<file path="src/common/adc_ctrl_defines.vh">
`ifndef ADC_CTRL_DEFINES_VH
`define ADC_CTRL_DEFINES_VH

// ----------------------------------------------------------------------
// Read-back modes (two-bit field, control register address 3)
// ----------------------------------------------------------------------
`define CTRL_REG_ADDR      5'h03
`define RBM_EXPLICIT       2'h0
`define RBM_HIGH_FIRST     2'h1
`define RBM_LOW_FIRST      2'h2
`define RBM_HIGH_ONLY      2'h3

// ----------------------------------------------------------------------
// Result addresses for explicit reads
// ----------------------------------------------------------------------
`define RESULT_ADDR_LOW    1'h0
`define RESULT_ADDR_HIGH   1'h1

// ----------------------------------------------------------------------
// Timing counts
// ----------------------------------------------------------------------
`define START_FALL_EDGES   2'h2
`define CONV_BIT_CLOCKS    16
`define RESULT_BITS        12
`define WORD_BITS          16
`define BYTE_BITS          8

`endif

</file>
<file path="src/design/adc_convert_control.v">
// Overview of operation
// RULE1 - Convert pin rise starts conversion at second conversion-clock falling edge.
// RULE2 - Host keeps convert pin low, then high, two conversion-clock periods each.
// RULE3 - Busy rises one converter-clock period after start, falls at completion.
// RULE4 - Pin start during a conversion abandons it and restarts fresh.
// RULE5 - Pin start is accepted whatever the chip select level.
// RULE6 - Two-bit read-back mode: explicit, high first, low first, high only.
// RULE7 - Only serial starts arm automatic read-back, never pin starts.
// RULE8 - High-byte-only mode still runs the full conversion.
// RULE9 - First bit latched on first active edge, rest on next inactive edge.
// RULE10 - Host avoids completions between first active and next inactive edge.
// RULE11 - Explicit reads: 16-bit addr 1 high first, addr 0 low first, 8-bit high.
// RULE12 - Read returns last result completed before first active data edge.
// RULE13 - Mode 1 acts as implied 16-bit read of address 1 after serial start.
// RULE14 - Auto read-back outputs last completed result, conversion running or not.
// RULE15 - Mode 2 is mode 1 but reads address 0, low byte first.
// RULE16 - Host waits for busy low with chip select held to get new result.
// RULE17 - Serial output carries no valid data before its active clock edge.
// RULE18 - Serial port is half duplex: read or write, never both.
// RULE19 - Full-duplex hosts keep two-wire, low-bit-first, early-release cleared.
// RULE20 - Byte-serial hosts set those selects first and tie edge polarity high.
// RULE21 - Host enables internal reference and oscillator after every reset.
// RULE22 - Serial start while running waits in a one-deep, replaceable queue.
// RULE23 - Converter clock is 1, 2, 4 or 8 conversion-clock periods.
// RULE24 - Aborted conversion keeps last completed result, partial result dropped.
`timescale 1ns/1ps
`include "adc_ctrl_defines.vh"

module adc_convert_control #(
   parameter CONV_BIT_CLOCKS = `CONV_BIT_CLOCKS
) (
   // Clock and reset
   input  wire        clk,
   input  wire        reset_n,
   // Converter timing and core
   input  wire        conversion_clock,
   input  wire        convert_pin,
   input  wire [11:0] core_result,
   // Configuration
   input  wire        readback_mode_hi,
   input  wire        readback_mode_lo,
   input  wire        clock_divider_hi,
   input  wire        clock_divider_lo,
   input  wire        lsb_first,
   input  wire        two_wire_select,
   input  wire        early_release,
   input  wire        sclk_rising_active,
   // Decoded serial requests
   input  wire        serial_start,
   input  wire        read_req,
   input  wire        read_addr,
   input  wire        read_16,
   // Serial pins
   input  wire        cs_n,
   input  wire        sclk,
   output reg         dout_o,
   output reg         dout_oe,
   output reg         din_o,
   output reg         din_oe,
   // Status
   output reg         start_busy_bit,
   output reg         busy,
   output reg  [11:0] result,
   output reg         read_active
);

   // ------------------------------------------------------------------
   // Functions
   // ------------------------------------------------------------------
   function [7:0] reverse8;
      input [7:0] v;
      integer i;
      begin
         for (i = 0; i < 8; i = i + 1) begin
            reverse8[i] = v[7 - i];
         end
      end
   endfunction

   // Word in transmission order, first bit at the top
   function [15:0] order_word;
      input [11:0] res;
      input        hi_first;
      input        lsbf;
      reg   [7:0]  a;
      reg   [7:0]  b;
      begin
         a = hi_first ? res[11:4] : {res[3:0], 4'h0};
         b = hi_first ? {res[3:0], 4'h0} : res[11:4];
         order_word = {(lsbf ? reverse8(a) : a), (lsbf ? reverse8(b) : b)};
      end
   endfunction

   // ------------------------------------------------------------------
   // Edge detection on synchronous inputs
   // ------------------------------------------------------------------
   reg         conversion_clock_prev_q;
   reg         pin_prev_q;
   reg         sclk_prev_q;
   wire        conversion_clock_fall = conversion_clock_prev_q & ~conversion_clock;
   wire        pin_rise  = ~pin_prev_q & convert_pin;
   wire        sclk_rise = ~sclk_prev_q & sclk;
   wire        sclk_fall = sclk_prev_q & ~sclk;
   wire        act_edge  = sclk_rising_active ? sclk_rise : sclk_fall;
   wire        inact_edge = sclk_rising_active ? sclk_fall : sclk_rise;
   wire [1:0]  rb_mode   = {readback_mode_hi, readback_mode_lo};  // see RULE6
   wire [1:0]  div_sel   = {clock_divider_hi, clock_divider_lo};

   always @(posedge clk) begin
      if (!reset_n) begin
         conversion_clock_prev_q <= 1'b0;
         pin_prev_q  <= 1'b0;
         sclk_prev_q <= 1'b0;
      end else begin
         conversion_clock_prev_q <= conversion_clock;
         pin_prev_q  <= convert_pin;
         sclk_prev_q <= sclk;
      end
   end

   // ------------------------------------------------------------------
   // Start scheduling
   // ------------------------------------------------------------------
   // Pin and serial starts wait separately so a pin start is never lost
   reg  [1:0]  pin_wait_q;
   reg         pin_pend_q;
   reg  [1:0]  ser_wait_q;
   reg         ser_pend_q;
   reg         queued_q;
   reg         running_q;
   reg  [3:0]  div_cnt_q;
   reg  [7:0]  bit_cnt_q;

   wire [3:0]  div_len   = (4'h1 << div_sel);                    // see RULE23
   wire        converter_bit_clock_tick = running_q & conversion_clock_fall & (div_cnt_q == div_len - 4'h1);
   wire        pin_go    = pin_pend_q & conversion_clock_fall & (pin_wait_q == `START_FALL_EDGES - 2'h1);
   wire        ser_go    = ser_pend_q & conversion_clock_fall & (ser_wait_q == `START_FALL_EDGES - 2'h1);
   // Full length in every mode, no short cycle for high-byte-only
   wire        finish    = converter_bit_clock_tick & (bit_cnt_q == CONV_BIT_CLOCKS[7:0] - 8'h1); // see RULE8
   // A serial start landing on the completion edge is never lost
   wire        start_now = pin_go | (finish & queued_q)
                           | (ser_go & (~running_q | finish));

   always @(posedge clk) begin
      if (!reset_n) begin
         pin_wait_q     <= 2'h0;
         pin_pend_q     <= 1'b0;
         ser_wait_q     <= 2'h0;
         ser_pend_q     <= 1'b0;
         queued_q       <= 1'b0;
         running_q      <= 1'b0;
         div_cnt_q      <= 4'h0;
         bit_cnt_q      <= 8'h0;
         busy           <= 1'b0;
         start_busy_bit <= 1'b0;
         result         <= 12'h000;
      end else begin
         // Chip select plays no part in pin starts
         if (pin_rise) begin                                     // see RULE5
            pin_pend_q <= 1'b1;
            pin_wait_q <= 2'h0;
         end else if (pin_go) begin
            pin_pend_q <= 1'b0;
         end else if (pin_pend_q && conversion_clock_fall) begin
            pin_wait_q <= pin_wait_q + 2'h1;                     // see RULE1
         end
         if (serial_start) begin
            ser_pend_q <= 1'b1;
            ser_wait_q <= 2'h0;
         end else if (ser_go) begin
            ser_pend_q <= 1'b0;
         end else if (ser_pend_q && conversion_clock_fall) begin
            ser_wait_q <= ser_wait_q + 2'h1;
         end
         // One-deep queue; a newer request simply overwrites the flag
         if (ser_go && running_q && !(finish && !queued_q)) begin
            queued_q <= 1'b1;                                    // see RULE22
         end else if (start_now && !pin_go) begin
            queued_q <= 1'b0;
         end
         if (start_now) begin
            // A pin start throws away the running conversion
            running_q <= 1'b1;                                   // see RULE4
            div_cnt_q <= 4'h0;
            bit_cnt_q <= 8'h0;
            busy      <= 1'b0;
         end else if (finish) begin
            running_q <= 1'b0;
            busy      <= 1'b0;                                   // see RULE3
         end else if (running_q && conversion_clock_fall) begin
            if (converter_bit_clock_tick) begin
               div_cnt_q <= 4'h0;
               bit_cnt_q <= bit_cnt_q + 8'h1;
               busy      <= 1'b1;                                // see RULE3
            end else begin
               div_cnt_q <= div_cnt_q + 4'h1;
            end
         end
         // Only a completed conversion reaches the result register
         if (finish && !pin_go) begin
            result <= core_result;                               // see RULE24
         end
         start_busy_bit <= running_q | queued_q | ser_pend_q;
      end
   end

   // ------------------------------------------------------------------
   // Read-back shifter
   // ------------------------------------------------------------------
   localparam RD_IDLE  = 3'h0;
   localparam RD_ARMED = 3'h1;
   localparam RD_FIRST = 3'h2;
   localparam RD_SHIFT = 3'h3;
   localparam RD_LAST  = 3'h4;

   reg  [2:0]  rd_state_q;
   reg         hi_first_q;
   reg         len16_q;
   reg  [15:0] shift_q;
   reg  [4:0]  left_q;

   wire [15:0] live_word = order_word(result, hi_first_q, lsb_first);
   wire [4:0]  len_bits  = len16_q ? 5'h10 : 5'h08;

   always @(posedge clk) begin
      if (!reset_n) begin
         rd_state_q  <= RD_IDLE;
         hi_first_q  <= 1'b1;
         len16_q     <= 1'b1;
         shift_q     <= 16'h0000;
         left_q      <= 5'h00;
         dout_o      <= 1'b0;
         dout_oe     <= 1'b0;
         din_o       <= 1'b0;
         din_oe      <= 1'b0;
         read_active <= 1'b0;
      end else begin
         case (rd_state_q)
            RD_IDLE: begin
               // Pin starts never arm read-back
               if (serial_start && rb_mode != `RBM_EXPLICIT) begin   // see RULE7
                  rd_state_q <= RD_ARMED;
                  // Mode 1 and 3 read address 1, mode 2 reads address 0
                  hi_first_q <= (rb_mode != `RBM_LOW_FIRST);     // see RULE13
                  len16_q    <= (rb_mode != `RBM_HIGH_ONLY);     // see RULE15
               end else if (read_req) begin
                  rd_state_q <= RD_ARMED;
                  hi_first_q <= (read_addr == `RESULT_ADDR_HIGH); // see RULE11
                  len16_q    <= read_16;
               end
            end
            RD_ARMED: begin
               // Sampled at the edge itself, running conversion or not
               if (act_edge && !cs_n) begin
                  dout_o     <= live_word[15];                   // see RULE9
                  din_o      <= live_word[15];
                  dout_oe    <= 1'b1;                            // see RULE17
                  din_oe     <= two_wire_select;
                  left_q     <= len_bits - 5'h1;
                  rd_state_q <= RD_FIRST;                        // see RULE14
               end
            end
            RD_FIRST: begin
               // Remaining bits snap the result one half cycle later
               if (inact_edge) begin
                  shift_q    <= {live_word[14:0], 1'b0};         // see RULE12
                  rd_state_q <= RD_SHIFT;
               end
            end
            RD_SHIFT: begin
               if (act_edge) begin
                  dout_o  <= shift_q[15];
                  din_o   <= shift_q[15];
                  shift_q <= {shift_q[14:0], 1'b0};
                  left_q  <= left_q - 5'h1;
                  if (left_q == 5'h01) begin
                     rd_state_q <= RD_LAST;
                  end
               end
            end
            RD_LAST: begin
               // Early release frees the line on the active edge
               if ((early_release && act_edge) || (!early_release && inact_edge)) begin
                  dout_oe    <= 1'b0;
                  din_oe     <= 1'b0;
                  rd_state_q <= RD_IDLE;
               end
            end
            default: begin
               rd_state_q <= RD_IDLE;
            end
         endcase
         // Deselect ends any read phase except the armed wait for the first active edge
         if (cs_n && rd_state_q != RD_IDLE && rd_state_q != RD_ARMED) begin
            dout_oe    <= 1'b0;
            din_oe     <= 1'b0;
            rd_state_q <= RD_IDLE;
         end
         // Drivers only in a read phase, so no write overlaps
         read_active <= (rd_state_q != RD_IDLE);                 // see RULE18
      end
   end

endmodule // adc_convert_control

</file>
<file path="config.mk">
export PLATFORM = sky130hd
export DESIGN_NAME = adc_convert_control
export DESIGN_NICKNAME = d
export VERILOG_FILES = /design/src/design/adc_convert_control.v
export VERILOG_INCLUDE_DIRS = /design/src /design/src/common
export SDC_FILE = /design/constraint.sdc
export NUM_CORES = 1
export LEC_CHECK = 0
export BUFFER_PORTS_ARGS = -buffer_cell sky130_fd_sc_hd__buf_2
export CAP_MARGIN = 40
export CORE_AREA = 2 2 110 112
export DETAILED_ROUTE_END_ITERATION = 8
export DIE_AREA = 0 0 112 114
export MAX_ROUTING_LAYER = met4
export SLEW_MARGIN = 20
export SYNTH_ARGS = -nofsm -noshare
export SYNTH_HDL_FRONTEND = slang
export SYNTH_SLANG_ARGS = --single-unit
</file>
<file path="constraint.sdc">
create_clock -name clk -period 6.75 [get_ports clk]
set_clock_uncertainty 0.15 [all_clocks]
set_input_delay 0.675 -clock clk [delete_from_list [all_inputs] [get_ports clk]]
set_output_delay 0.675 -clock clk [all_outputs]
set_load 0.005 [all_outputs]
</file>
==> results of run 1 <==
-- critical path, stage by stage --
cell,delay [ns]
buf_2,0.11
nand3b_1,0.18
nor3_1,0.48
nand3_2,0.31
or4b_4,0.58
a21oi_2,0.13
-- area by class of cell --
| type | instances | area share, % |
|---|---|---|
| Multi-Input combinational cell | 298 | 47.47 |
| Sequential cell | 66 | 32.78 |
| Timing Repair Buffer | 51 | 6.613 |
| Clock buffer | 11 | 6.023 |
| Tap cell | 147 | 4.564 |
| Clock inverter | 3 | 1.614 |
| Inverter | 10 | 0.9314 |
-- power groups by stage --
stage                     logic, mW  clock network (mW)  registers (mW)
final                        0.0602               0.484           0.406
after global routing         0.0672               0.515           0.407
after CTS                    0.0607               0.496           0.406
after detailed placement     0.0603                   0           0.414
after global placement       0.0587                   0           0.413
after floorplan              0.0446                   0           0.408
-- synth_stat cells (all sizes together), types with 5 or more instances --
cell type  instances
dfxtp             66
nand2             40
nor2              40
a21oi             32
o211ai            26
mux2i             20
clkbuf            17
nand3             16
o21ai             15
inv               10
nor3               8
buf                7
nand2b             7
xnor2              7
ha                 6
nand3b             6
a211oi             5
and2               5
nor3b              5
or3                5
-- cell usage in the layout, fill, tap and decap left out, drive strengths merged, types with 6 or more instances in the layout --
cell type | netlist | final
xnor2 | 7 | 7
a21oi | 32 | 32
nor3 | 8 | 8
nor2 | 40 | 40
inv | 10 | 10
clkbuf | 17 | 11
nand2 | 40 | 40
dfxtp | 66 | 66
mux2i | 20 | 20
nand3 | 16 | 16
buf | 7 | 51
nand3b | 6 | 6
o211ai | 26 | 26
ha | 6 | 6
o21ai | 15 | 15
nand2b | 7 | 7
-- cells by family after synthesis --
family          Yosys count  share of synthesized area [%]
fa+ha+maj                 6                          2.219
flops                    66                          39.05
xor+xnor                 11                          2.848
buf+inv                  34                          4.401
mux                      24                          7.248
compound gates          102                          20.42
simple gates            155                          23.82
-- worst paths after layout --
check / startpoint / to / slack (ns)
setup / recovery: conversion_clock / bit_cnt_q[3] / 4.37
setup reg to reg: div_cnt_q[0] / bit_cnt_q[7] / 4.41
hold / removal: shift_q[15] / shift_q[15] / 0.30
hold reg to reg: shift_q[15] / shift_q[15] / 0.30
-- metal layers --
| metal | up-vias | track usage [%] | wire (microns) |
|---|---|---|---|
| met5 | - | - | 0 |
| met2 | 50 | 21.98 | 3858 |
| met4 | 0 | 3.415 | 91 |
| li1 | 1524 | - | - |
| met1 | 1398 | 15.31 | 3606 |
| met3 | 9 | 3.879 | 351 |
-- per-stage QoR --
stage / hold slack [ns] / power [mW] / area [sq um] / utilization, %
5_1_grt: 0.3347 / 0.9890 / 4030 / 34.41
3_5_place_dp: 0.2958 / 0.4741 / 3722 / 31.78
2_1_floorplan: 0.2832 / 0.4527 / 3383 / -
3_3_place_gp: 0.2928 / 0.4721 / 3711 / 31.69
6_report: 0.3034 / 0.9506 / 4030 / 34.41
4_1_cts: 0.3026 / 0.9620 / 4030 / 34.41
-- flip-flops by register name (all words and copies together) (netlist names), 2 cells and up --
signal      flops
bit_cnt_q       8
div_cnt_q       4
left_q          5
pin_wait_q      2
rd_state_q      3
result         12
ser_wait_q      2
shift_q        15
==> flow_metrics.env, run 1 <==
export IMPL_io_pins=49
export IMPL_drtPass1Iterations=4
export IMPL_synthFlopType="dfxtp_1"
export IMPL_total_leakage_power_nw=1.488
export IMPL_cts_root_buf="clkbuf_16"
export IMPL_pwr_share_comb_pct=6.3
export IMPL_antenna_found_initial=0
export IMPL_diodes=0
export IMPL_hold_depth=2
export IMPL_antenna_left=0
export IMPL_timing_fmax_ghz=0.4204
export IMPL_worst_path_max_fanout=11
export IMPL_cts_tree="done"
export IMPL_fill_cells=1225
export IMPL_grt_pass1_vias=2844
export IMPL_remaining_drc_errors=0
export IMPL_p_int_mw=0.7501
export IMPL_hold_class="flop to flop"
export IMPL_maxCapViolCount=0
export IMPL_wl_per_cell_microns=13.49
export IMPL_synth_top_cell_by_area="dfxtp_1"
export IMPL_avgViaCountPerCell=5.087
export IMPL_netlist_cell_type_count=61
export IMPL_p_sw_mw=0.2005
export IMPL_pre_cts_slack_ns=4.022
export IMPL_synthArstFlopShare_pct=0
export IMPL_worst_slew_pin_slew_ns=0.6828
export IMPL_switching_share_pct=21.10
export IMPL_cp_arrival_ns=2.49
export IMPL_vias=2981
export IMPL_layout_drive_gt1_share_pct=19.13
export IMPL_drv_slew=0
export IMPL_synthToLayoutAreaGrowth_pct=19.12
export IMPL_synth_top_area_share_pct=39.05
export IMPL_finalHoldViolCount=0
export IMPL_grt_overflow=0
export IMPL_finalSetupViolations=0
export IMPL_grt_use_total_pct=13.04
export IMPL_r2r_cells=5
export IMPL_finalSetupTns_ns=0
export IMPL_routed_wirelength_microns=7907
export IMPL_vdd_drop_max_uv=112.2
export IMPL_start_util_pct=28.89
export IMPL_multi_input_area_sq_mm=0.001913
export IMPL_synth_avg_cell_area_sq_um=8.501
export IMPL_die_w_microns=112
export IMPL_period_share_pct=35.24
export IMPL_fin_crit_ns=2.379
export IMPL_critPathCaptureType="flop"
export IMPL_grt_pass1_wl_microns=13240
export IMPL_syn_inst=398
export IMPL_slew_headroom_pct=54.34
export IMPL_dp_hpwl_microns=5830
export IMPL_place_congestion=0.7983
export IMPL_cts_setup_buffers=0
export IMPL_seqPwrFrac_pct=42.7
export IMPL_cts_sinks=66
export IMPL_ys_seq_area_share_pct=39.05
export IMPL_setup_slack_ns=4.371
export IMPL_regArea_sq_mm=0.001321
export IMPL_synth_warnings=0
export IMPL_instances_no_fill=586
export IMPL_nets=472
export IMPL_criticalPathCategory="input pin to flop"
export IMPL_synth_edff_count=0
export IMPL_drtIter0Drc=126
export IMPL_syn_area_sq_mm=0.003383
export IMPL_place_inst=572
export IMPL_synth_area_top_cells="dfxtp_1 (39%), mux2i_1 (5.9%), o211ai_1 (5.8%), a21oi_1 (4.6%), nand2_1 (4.4%)"
export IMPL_crit_required_ns=6.86
export IMPL_synth_nets=434
export IMPL_cts_buffer_depth=2
export IMPL_coreArea_sq_mm=0.01171
export IMPL_grt_max_degree=35
export IMPL_die_y_microns=114
export IMPL_worstSetupStartpointType="input pin"
export IMPL_ys_ff_latch=66
export IMPL_numCtsBuffers=9
export IMPL_fp_row_count=40
export IMPL_status="finished clean"
export IMPL_clk_latency_ns=0.32
export IMPL_dieArea_sq_mm=0.01277
export IMPL_grt_setup_unrepaired="no"
export IMPL_clkSlewWorstSetupHoldPaths_ns=0.05
export IMPL_htreeDepth=3
export IMPL_cts_hold_buf=0
export IMPL_ctsResizeCount=0
export IMPL_io_buffers=48
export IMPL_clock_power_share_pct=51.0
export IMPL_power_per_cell_area_mw_per_mm2=235.9
(Power assumes the default switching activity.)
==> inputs of run 2 (changes only) <==
Settings changed: ABC_AREA set to 1, CORE_AREA 2 2 110 112 to 2 2 111 113, DIE_AREA 0 0 112 114 to 0 0 113 115.
Clock period 6.75 ns to 2 ns, I/O delays scaled along.
==> run 2 against run 1 <==
  * The run now ends with DRC, hold timing left
  * First-iteration DRC count is 37% higher
  * Total power grew to 4.2 times the previous value
  * Clock power increased to 3.4 times the previous value
  * Critical endpoint is now left_q[4]
  * Cell count increased by 17%
  * Synthesized cell count rose by 19%
  * Worst hold slack got worse by 0.31 ns
  * Non-clock buffer count increased by 14
  * Register-to-register slack worse by 4.2 ns
  * Largest power group unchanged
  * Global-route usage grew 0.18 points
  * Count of clock-buffer cells in the layout unchanged
  * Critical path depth grew 4
  * Die area up 1.8%
==> flow_metrics.env, run 2 <==
export IMPL_coreArea_sq_mm=0.01181
export IMPL_criticalPathCategory="input pin to flop"
export IMPL_layout_drive_gt1_share_pct=20.15
export IMPL_cts_buffer_depth=2
export IMPL_power_per_cell_area_mw_per_mm2=931.8
export IMPL_final_common_cell="nand2_1"
export IMPL_synth_top_area_share_pct=38.46
export IMPL_dieArea_sq_mm=0.01300
export IMPL_maxCapViolCount=0
export IMPL_hold_start="core_result[1]"
export IMPL_crit_required_ns=2.06
export IMPL_drv_slew=0
export IMPL_routed_wirelength_microns=8002
export IMPL_r2r_cells=9
export IMPL_yosys_cell_count_top_type="nand2_1"
export IMPL_fill_cells=1233
export IMPL_violations="DRC, hold timing"
export IMPL_cts_sinks=66
export IMPL_die_y_microns=115
export IMPL_cts_tree="done"
export IMPL_syn_inst=475
export IMPL_diodes=0
export IMPL_fin_crit_ns=1.890
export IMPL_slowest_stage="dlygate4sd3_1"
export IMPL_place_congestion=0.8145
export IMPL_grt_pass1_wl_microns=13560
export IMPL_synth_area_top_cells="dfxtp_1 (38%), nand2_1 (11%), o21ai_0 (9.0%), a21oi_1 (6.0%), inv_1 (5.6%)"
export IMPL_worst_path_max_fanout=9
export IMPL_final_cell_mix="nand2_1 (100), dfxtp_1 (65), o21ai_0 (60)"
export IMPL_netlist_cell_type_count=40
export IMPL_regToRegStartpoint="div_cnt_q[2]"
export IMPL_antenna_left=0
export IMPL_synthArstFlopShare_pct=0
export IMPL_top_regs="shift_q (15), result (12), bit_cnt_q (8)"
export IMPL_finalSetupViolations=0
export IMPL_reg2reg_setup_slack_ns=0.22
export IMPL_die_w_microns=113
export IMPL_grt_pass1_vias=2977
export IMPL_synth_avg_cell_area_sq_um=7.233
export IMPL_holdWs_ns=-0.008073
export IMPL_vdd_drop_max_uv=453.8
export IMPL_r2r_end="result[3]"
export IMPL_grt_overflow=0
export IMPL_io_pins=49
export IMPL_vias=3192
export IMPL_wl_per_cell_microns=11.72
export IMPL_cts_root_buf="clkbuf_16"
export IMPL_htreeDepth=3
export IMPL_io_buffers=48
export IMPL_largest_register_ffs=15
export IMPL_critPathCaptureType="flop"
export IMPL_nets=569
export IMPL_synth_top_cell_by_area="dfxtp_1"
export IMPL_hold_depth=3
export IMPL_finalHoldViolCount=1
export IMPL_dp_hpwl_microns=5898
export IMPL_ys_seq_area_share_pct=38.46
export IMPL_cpMostUsedCell="inv_2"
export IMPL_placed_cell_area_sq_mm=0.003809
export IMPL_cpPeakStageDelay_ns=0.53
export IMPL_netlist_top_cells_count="nand2_1 (100), dfxtp_1 (66), o21ai_0 (62), inv_1 (51), a21oi_1 (41)"
export IMPL_numCtsBuffers=9
export IMPL_top_register="shift_q"
export IMPL_syn_area_sq_mm=0.003436
export IMPL_avgViaCountPerCell=4.673
export IMPL_final_area_sq_mm=0.004250
export IMPL_timing_fmax_ghz=0.5292
export IMPL_synthToLayoutAreaGrowth_pct=23.71
export IMPL_synthFlopType="dfxtp_1"
export IMPL_grt_max_degree=34
export IMPL_drtPass1Iterations=6
export IMPL_holdPathEnd="result[1]"
export IMPL_synth_edff_count=0
export IMPL_period_share_pct=94.48
export IMPL_grt_use_total_pct=13.21
export IMPL_drtIter0Drc=173
export IMPL_synth_nets=511
export IMPL_worst_slew_pin_slew_ns=0.5837
export IMPL_remaining_drc_errors=2
export IMPL_status="complete, but fails checks"
export IMPL_antenna_found_initial=0
export IMPL_worstPathCellList="dlygate4sd3_1, buf_2, inv_2, nand2_1, o21ai_4, nand3_2, a21oi_4, inv_2, a21oi_1, nor2_1"
export IMPL_cp_arrival_ns=1.95
export IMPL_hold_class="input pin to flop"
export IMPL_total_leakage_power_nw=1.766
export IMPL_ys_ff_latch=66
export IMPL_slew_headroom_pct=60.76
export IMPL_start_util_pct=29.09
export IMPL_fp_row_count=40
export IMPL_worstSetupStartpointType="input pin"
export IMPL_synth_warnings=0
export IMPL_clkSlewWorstSetupHoldPaths_ns=0.05
export IMPL_clk_latency_ns=0.33
run 2: changes by cell type after synthesis, moves of 6 or more:
cell      change
inv_1        +41
nand2b_1      -7
o211ai_1      -6
o21ai_0      +47
xnor2_1       -7
a21oi_1      +10
inv_2         +7
nand2_1      +60
nand3b_1      -6
mux2i_1      -19
run 2: critical path, delay by kind of cell:
| family | cells | cell delay, ns |
|---|---|---|
| buffers and inverters | 4 | 0.81 |
| AO/OA/AOI/OAI | 3 | 0.65 |
| AND/OR/NAND/NOR | 3 | 0.28 |
run 2: layout make-up:
cell class              count  area [sq um]  share of cell area (%)
well taps                 147         183.9                   4.327
clock inverters             3         65.06                   1.531
multi-input cells         333          1823                   42.89
flip-flops and latches     66          1323                   31.12
clock buffers              11         242.7                   5.711
inverters                  58         220.2                   5.181
repair buffers             65         392.9                   9.243
run 2: per-layer routing:
metal | wire (microns) | vias up | part of all wire [%] | track usage, %
met3 | 364 | 11 | 4.5 | 3.637
met5 | 0 | - | 0 | -
met2 | 3560 | 67 | 44 | 20.48
li1 | - | 1695 | - | -
met1 | 3979 | 1419 | 50 | 16.99
met4 | 97 | 0 | 1.2 | 3.659
run 2: per-stage QoR:
| stage | power [mW] | worst slack [ns] | setup TNS (ns) | cells | util (%) |
|---|---|---|---|---|---|
| after global placement | 2.296 | 0.1915 | 0 | 657 | 32.25 |
| after floorplan | 2.117 | 0.3221 | 0 | 475 | - |
| after detailed placement | 2.320 | 0.1136 | 0 | 657 | 32.25 |
| final | 3.960 | 0.1105 | 0 | 683 | 35.99 |
| after global routing | 4.201 | -0.003847 | -0.004043 | 683 | 35.99 |
| after CTS | 3.997 | 0.06570 | 0 | 681 | 35.70 |
run 2: worst max path at each step:
stage | startpoint | end
floorplan | bit_cnt_q[0] | result[11]
global placement | bit_cnt_q[0] | result[3]
detailed placement | bit_cnt_q[1] | result[1]
CTS | sclk | left_q[4]
global route | sclk | left_q[4]
finish | sclk | left_q[4]
run 2: cells by family (layout without fill, tap and decap cells):
| family | Yosys count | after routing | synth area share (%) |
|---|---|---|---|
| buf+inv | 76 | 137 | 8.922 |
| flops | 66 | 66 | 38.46 |
| xor+xnor | 3 | 3 | 0.7649 |
| compound gates | 137 | 137 | 22.61 |
| fa+ha+maj | 6 | 6 | 2.185 |
| simple gates | 186 | 186 | 26.77 |
| mux | 1 | 1 | 0.2913 |
run 2: timing repair:
action / 4_1_cts / 5_1_grt
buffers inserted: 0 / 2
gates resized for setup: 0 / 7
hold buffers: 10 / 0
setup endpoints to repair: 0 / 27
hold endpoints to repair: 10 / 0
run 2: where the power goes:
part / total [mW] / internal, mW / switching (mW)
combinational: 0.748 / 0.272 / 0.476
sequential: 1.56 / 1.47 / 0.0939
clock: 1.65 / 1.11 / 0.541
==> inputs of run 3 (changes only) <==
Settings changed: CORE_AREA 2 2 111 113 to 2 2 91 93, DIE_AREA 0 0 113 115 to 0 0 93 95, PLACE_DENSITY set to 0.66.
==> run 3 against run 2 <==
  * The run now ends clean
  * Final area decreased by 3.5%
  * Via count up 1.1%
  * First-iteration DRC count down 38%
  * Register-to-register slack about the same
  * Combinational power increased by 2%
  * Non-clock buffer count increased by 6
  * Sequential cell count unchanged
  * Utilization rose by 16 points
  * Cell count shrank 5.6%
  * Largest cell class unchanged
==> flow_metrics.env, run 3 (synthesis results as in run 2) <==
export IMPL_status="finished clean"
export IMPL_fin_crit_ns=1.874
export IMPL_grt_pass1_vias=2999
export IMPL_place_congestion=0.8464
export IMPL_cts_root_buf="clkbuf_8"
export IMPL_grt_overflow=0
export IMPL_drv_slew=0
export IMPL_crit_required_ns=2.06
export IMPL_total_leakage_power_nw=1.718
export IMPL_timing_fmax_ghz=0.5337
export IMPL_finalSetupTns_ns=0
export IMPL_vdd_drop_max_uv=364.3
export IMPL_largest_register_ffs=15
export IMPL_coreArea_sq_mm=0.007928
export IMPL_finalSetupViolations=0
export IMPL_maxCapViolCount=0
export IMPL_period_share_pct=93.68
export IMPL_slowest_stage="dlygate4sd3_1"
export IMPL_slew_headroom_pct=59.37
export IMPL_worst_slew_pin_slew_ns=0.6042
export IMPL_cp_arrival_ns=1.93
export IMPL_final_common_cell="nand2_1"
export IMPL_diodes=0
export IMPL_layout_drive_gt1_share_pct=19.63
export IMPL_die_w_microns=93
export IMPL_cpPeakStageDelay_ns=0.53
export IMPL_power_mw=3.242
export IMPL_top_register="shift_q"
export IMPL_grt_pass1_wl_microns=12940
export IMPL_grt_max_degree=34
export IMPL_fp_row_count=33
export IMPL_power_per_cell_area_mw_per_mm2=790.1
export IMPL_io_buffers=48
export IMPL_die_y_microns=95
export IMPL_avgViaCountPerCell=5.005
export IMPL_dieArea_sq_mm=0.008835
export IMPL_numCtsBuffers=9
export IMPL_regToRegStartpoint="bit_cnt_q[0]"
export IMPL_dp_hpwl_microns=5536
export IMPL_routed_wirelength_microns=7661
export IMPL_nets=575
export IMPL_worst_path_max_fanout=5
export IMPL_clkSlewWorstSetupHoldPaths_ns=0.07
export IMPL_antenna_found_initial=0
export IMPL_drtIter0Drc=108
export IMPL_drtPass1Iterations=4
export IMPL_synthToLayoutAreaGrowth_pct=19.41
export IMPL_critPathCaptureType="flop"
export IMPL_final_core_util_pct=51.75
export IMPL_cts_sinks=66
export IMPL_grt_use_total_pct=18.75
export IMPL_clk_latency_ns=0.34
export IMPL_hold_start="serial_start"
export IMPL_hold_class="input pin to flop"
export IMPL_final_area_sq_mm=0.004103
export IMPL_worstSetupStartpointType="input pin"
export IMPL_start_util_pct=43.34
export IMPL_cts_tree="done"
export IMPL_worstPathCellList="dlygate4sd3_1, buf_2, inv_2, nand2_1, o21ai_4, nor2_2, nor3_2, nand3_1, o21ai_1, nor2_1"
export IMPL_io_pins=49
export IMPL_wl_per_cell_microns=11.88
export IMPL_finalHoldViolCount=0
export IMPL_vias=3228
export IMPL_criticalPathCategory="input pin to flop"
export IMPL_worstSetupStartpoint="sclk"
export IMPL_top_regs="shift_q (15), result (12), bit_cnt_q (8)"
export IMPL_htreeDepth=3
export IMPL_cts_buffer_depth=2
export IMPL_antenna_left=0
export IMPL_final_cell_mix="nand2_1 (100), dfxtp_1 (66), o21ai_0 (60)"
export IMPL_placed_cell_area_sq_mm=0.003784
export IMPL_remaining_drc_errors=0
run 3: cell count changes in the layout (fill, tap and decap cells not counted), moves of 2 or more:
cell	before	now
dlygate4sd3_1	10	14
clkbuf_8	1	10
nand3_2	4	2
clkbuf_16	9	0
bufinv_16	2	0
run 3: worst max-delay path: cells and delay by family:
kind / cells / cell delay [ns]
AOI/OAI and AO/OA: 2 / 0.38
buffers and inverters: 3 / 0.72
and+or+nand+nor: 5 / 0.63
run 3: area by class of cell:
| class | instances | area [sq um] |
|---|---|---|
| Timing Repair Buffer | 71 | 460.4 |
| Sequential cell | 66 | 1321 |
| Tap cell | 105 | 131.4 |
| Clock buffer | 11 | 141.4 |
| Fill cell | 818 | 3825 |
| Inverter | 58 | 217.7 |
| Multi-Input combinational cell | 333 | 1826 |
| Clock inverter | 1 | 5.005 |
run 3: timing repair:
| item | CTS | global route |
|---|---|---|
| setup buffers | 0 | 2 |
| endpoints found under the setup margin | 0 | 26 |
| hold endpoints to repair | 14 | 0 |
| hold buffers | 14 | 0 |
| resized for setup | 0 | 5 |
run 3: layer usage:
metal / vias up / GRT usage, % / part of all wire [%]
li1: 1697 / - / -
met1: 1455 / 23.48 / 49
met2: 66 / 29.95 / 46
met3: 10 / 4.070 / 3.3
met4: 0 / 6.740 / 1.4
met5: - / - / 0
run 3: worst paths after layout:
kind                                 endpoint  slack [ns]  cells after the start
worst max-delay path            rd_state_q[1]        0.13                     10
worst min-delay path               ser_pend_q        0.02                      3
worst max register to register   div_cnt_q[2]        0.21                      9
worst min register to register        dout_oe        0.31                      2
run 3: per-stage QoR:
step / instances / hold slack (ns) / worst slack, ns
floorplan: 475 / 0.1435 / 0.3221
global placement: 617 / 0.2505 / 0.2165
detailed placement: 617 / 0.2552 / 0.1582
CTS: 643 / 0.009462 / 0.05679
global route: 645 / 0.02336 / -0.006924
finish: 645 / 0.01737 / 0.1263
run 3: power breakdown:
group	switching (mW)	total, mW	internal [mW]
clock	0.463	0.917	0.454
combinational	0.476	0.761	0.285
sequential	0.0968	1.56	1.47
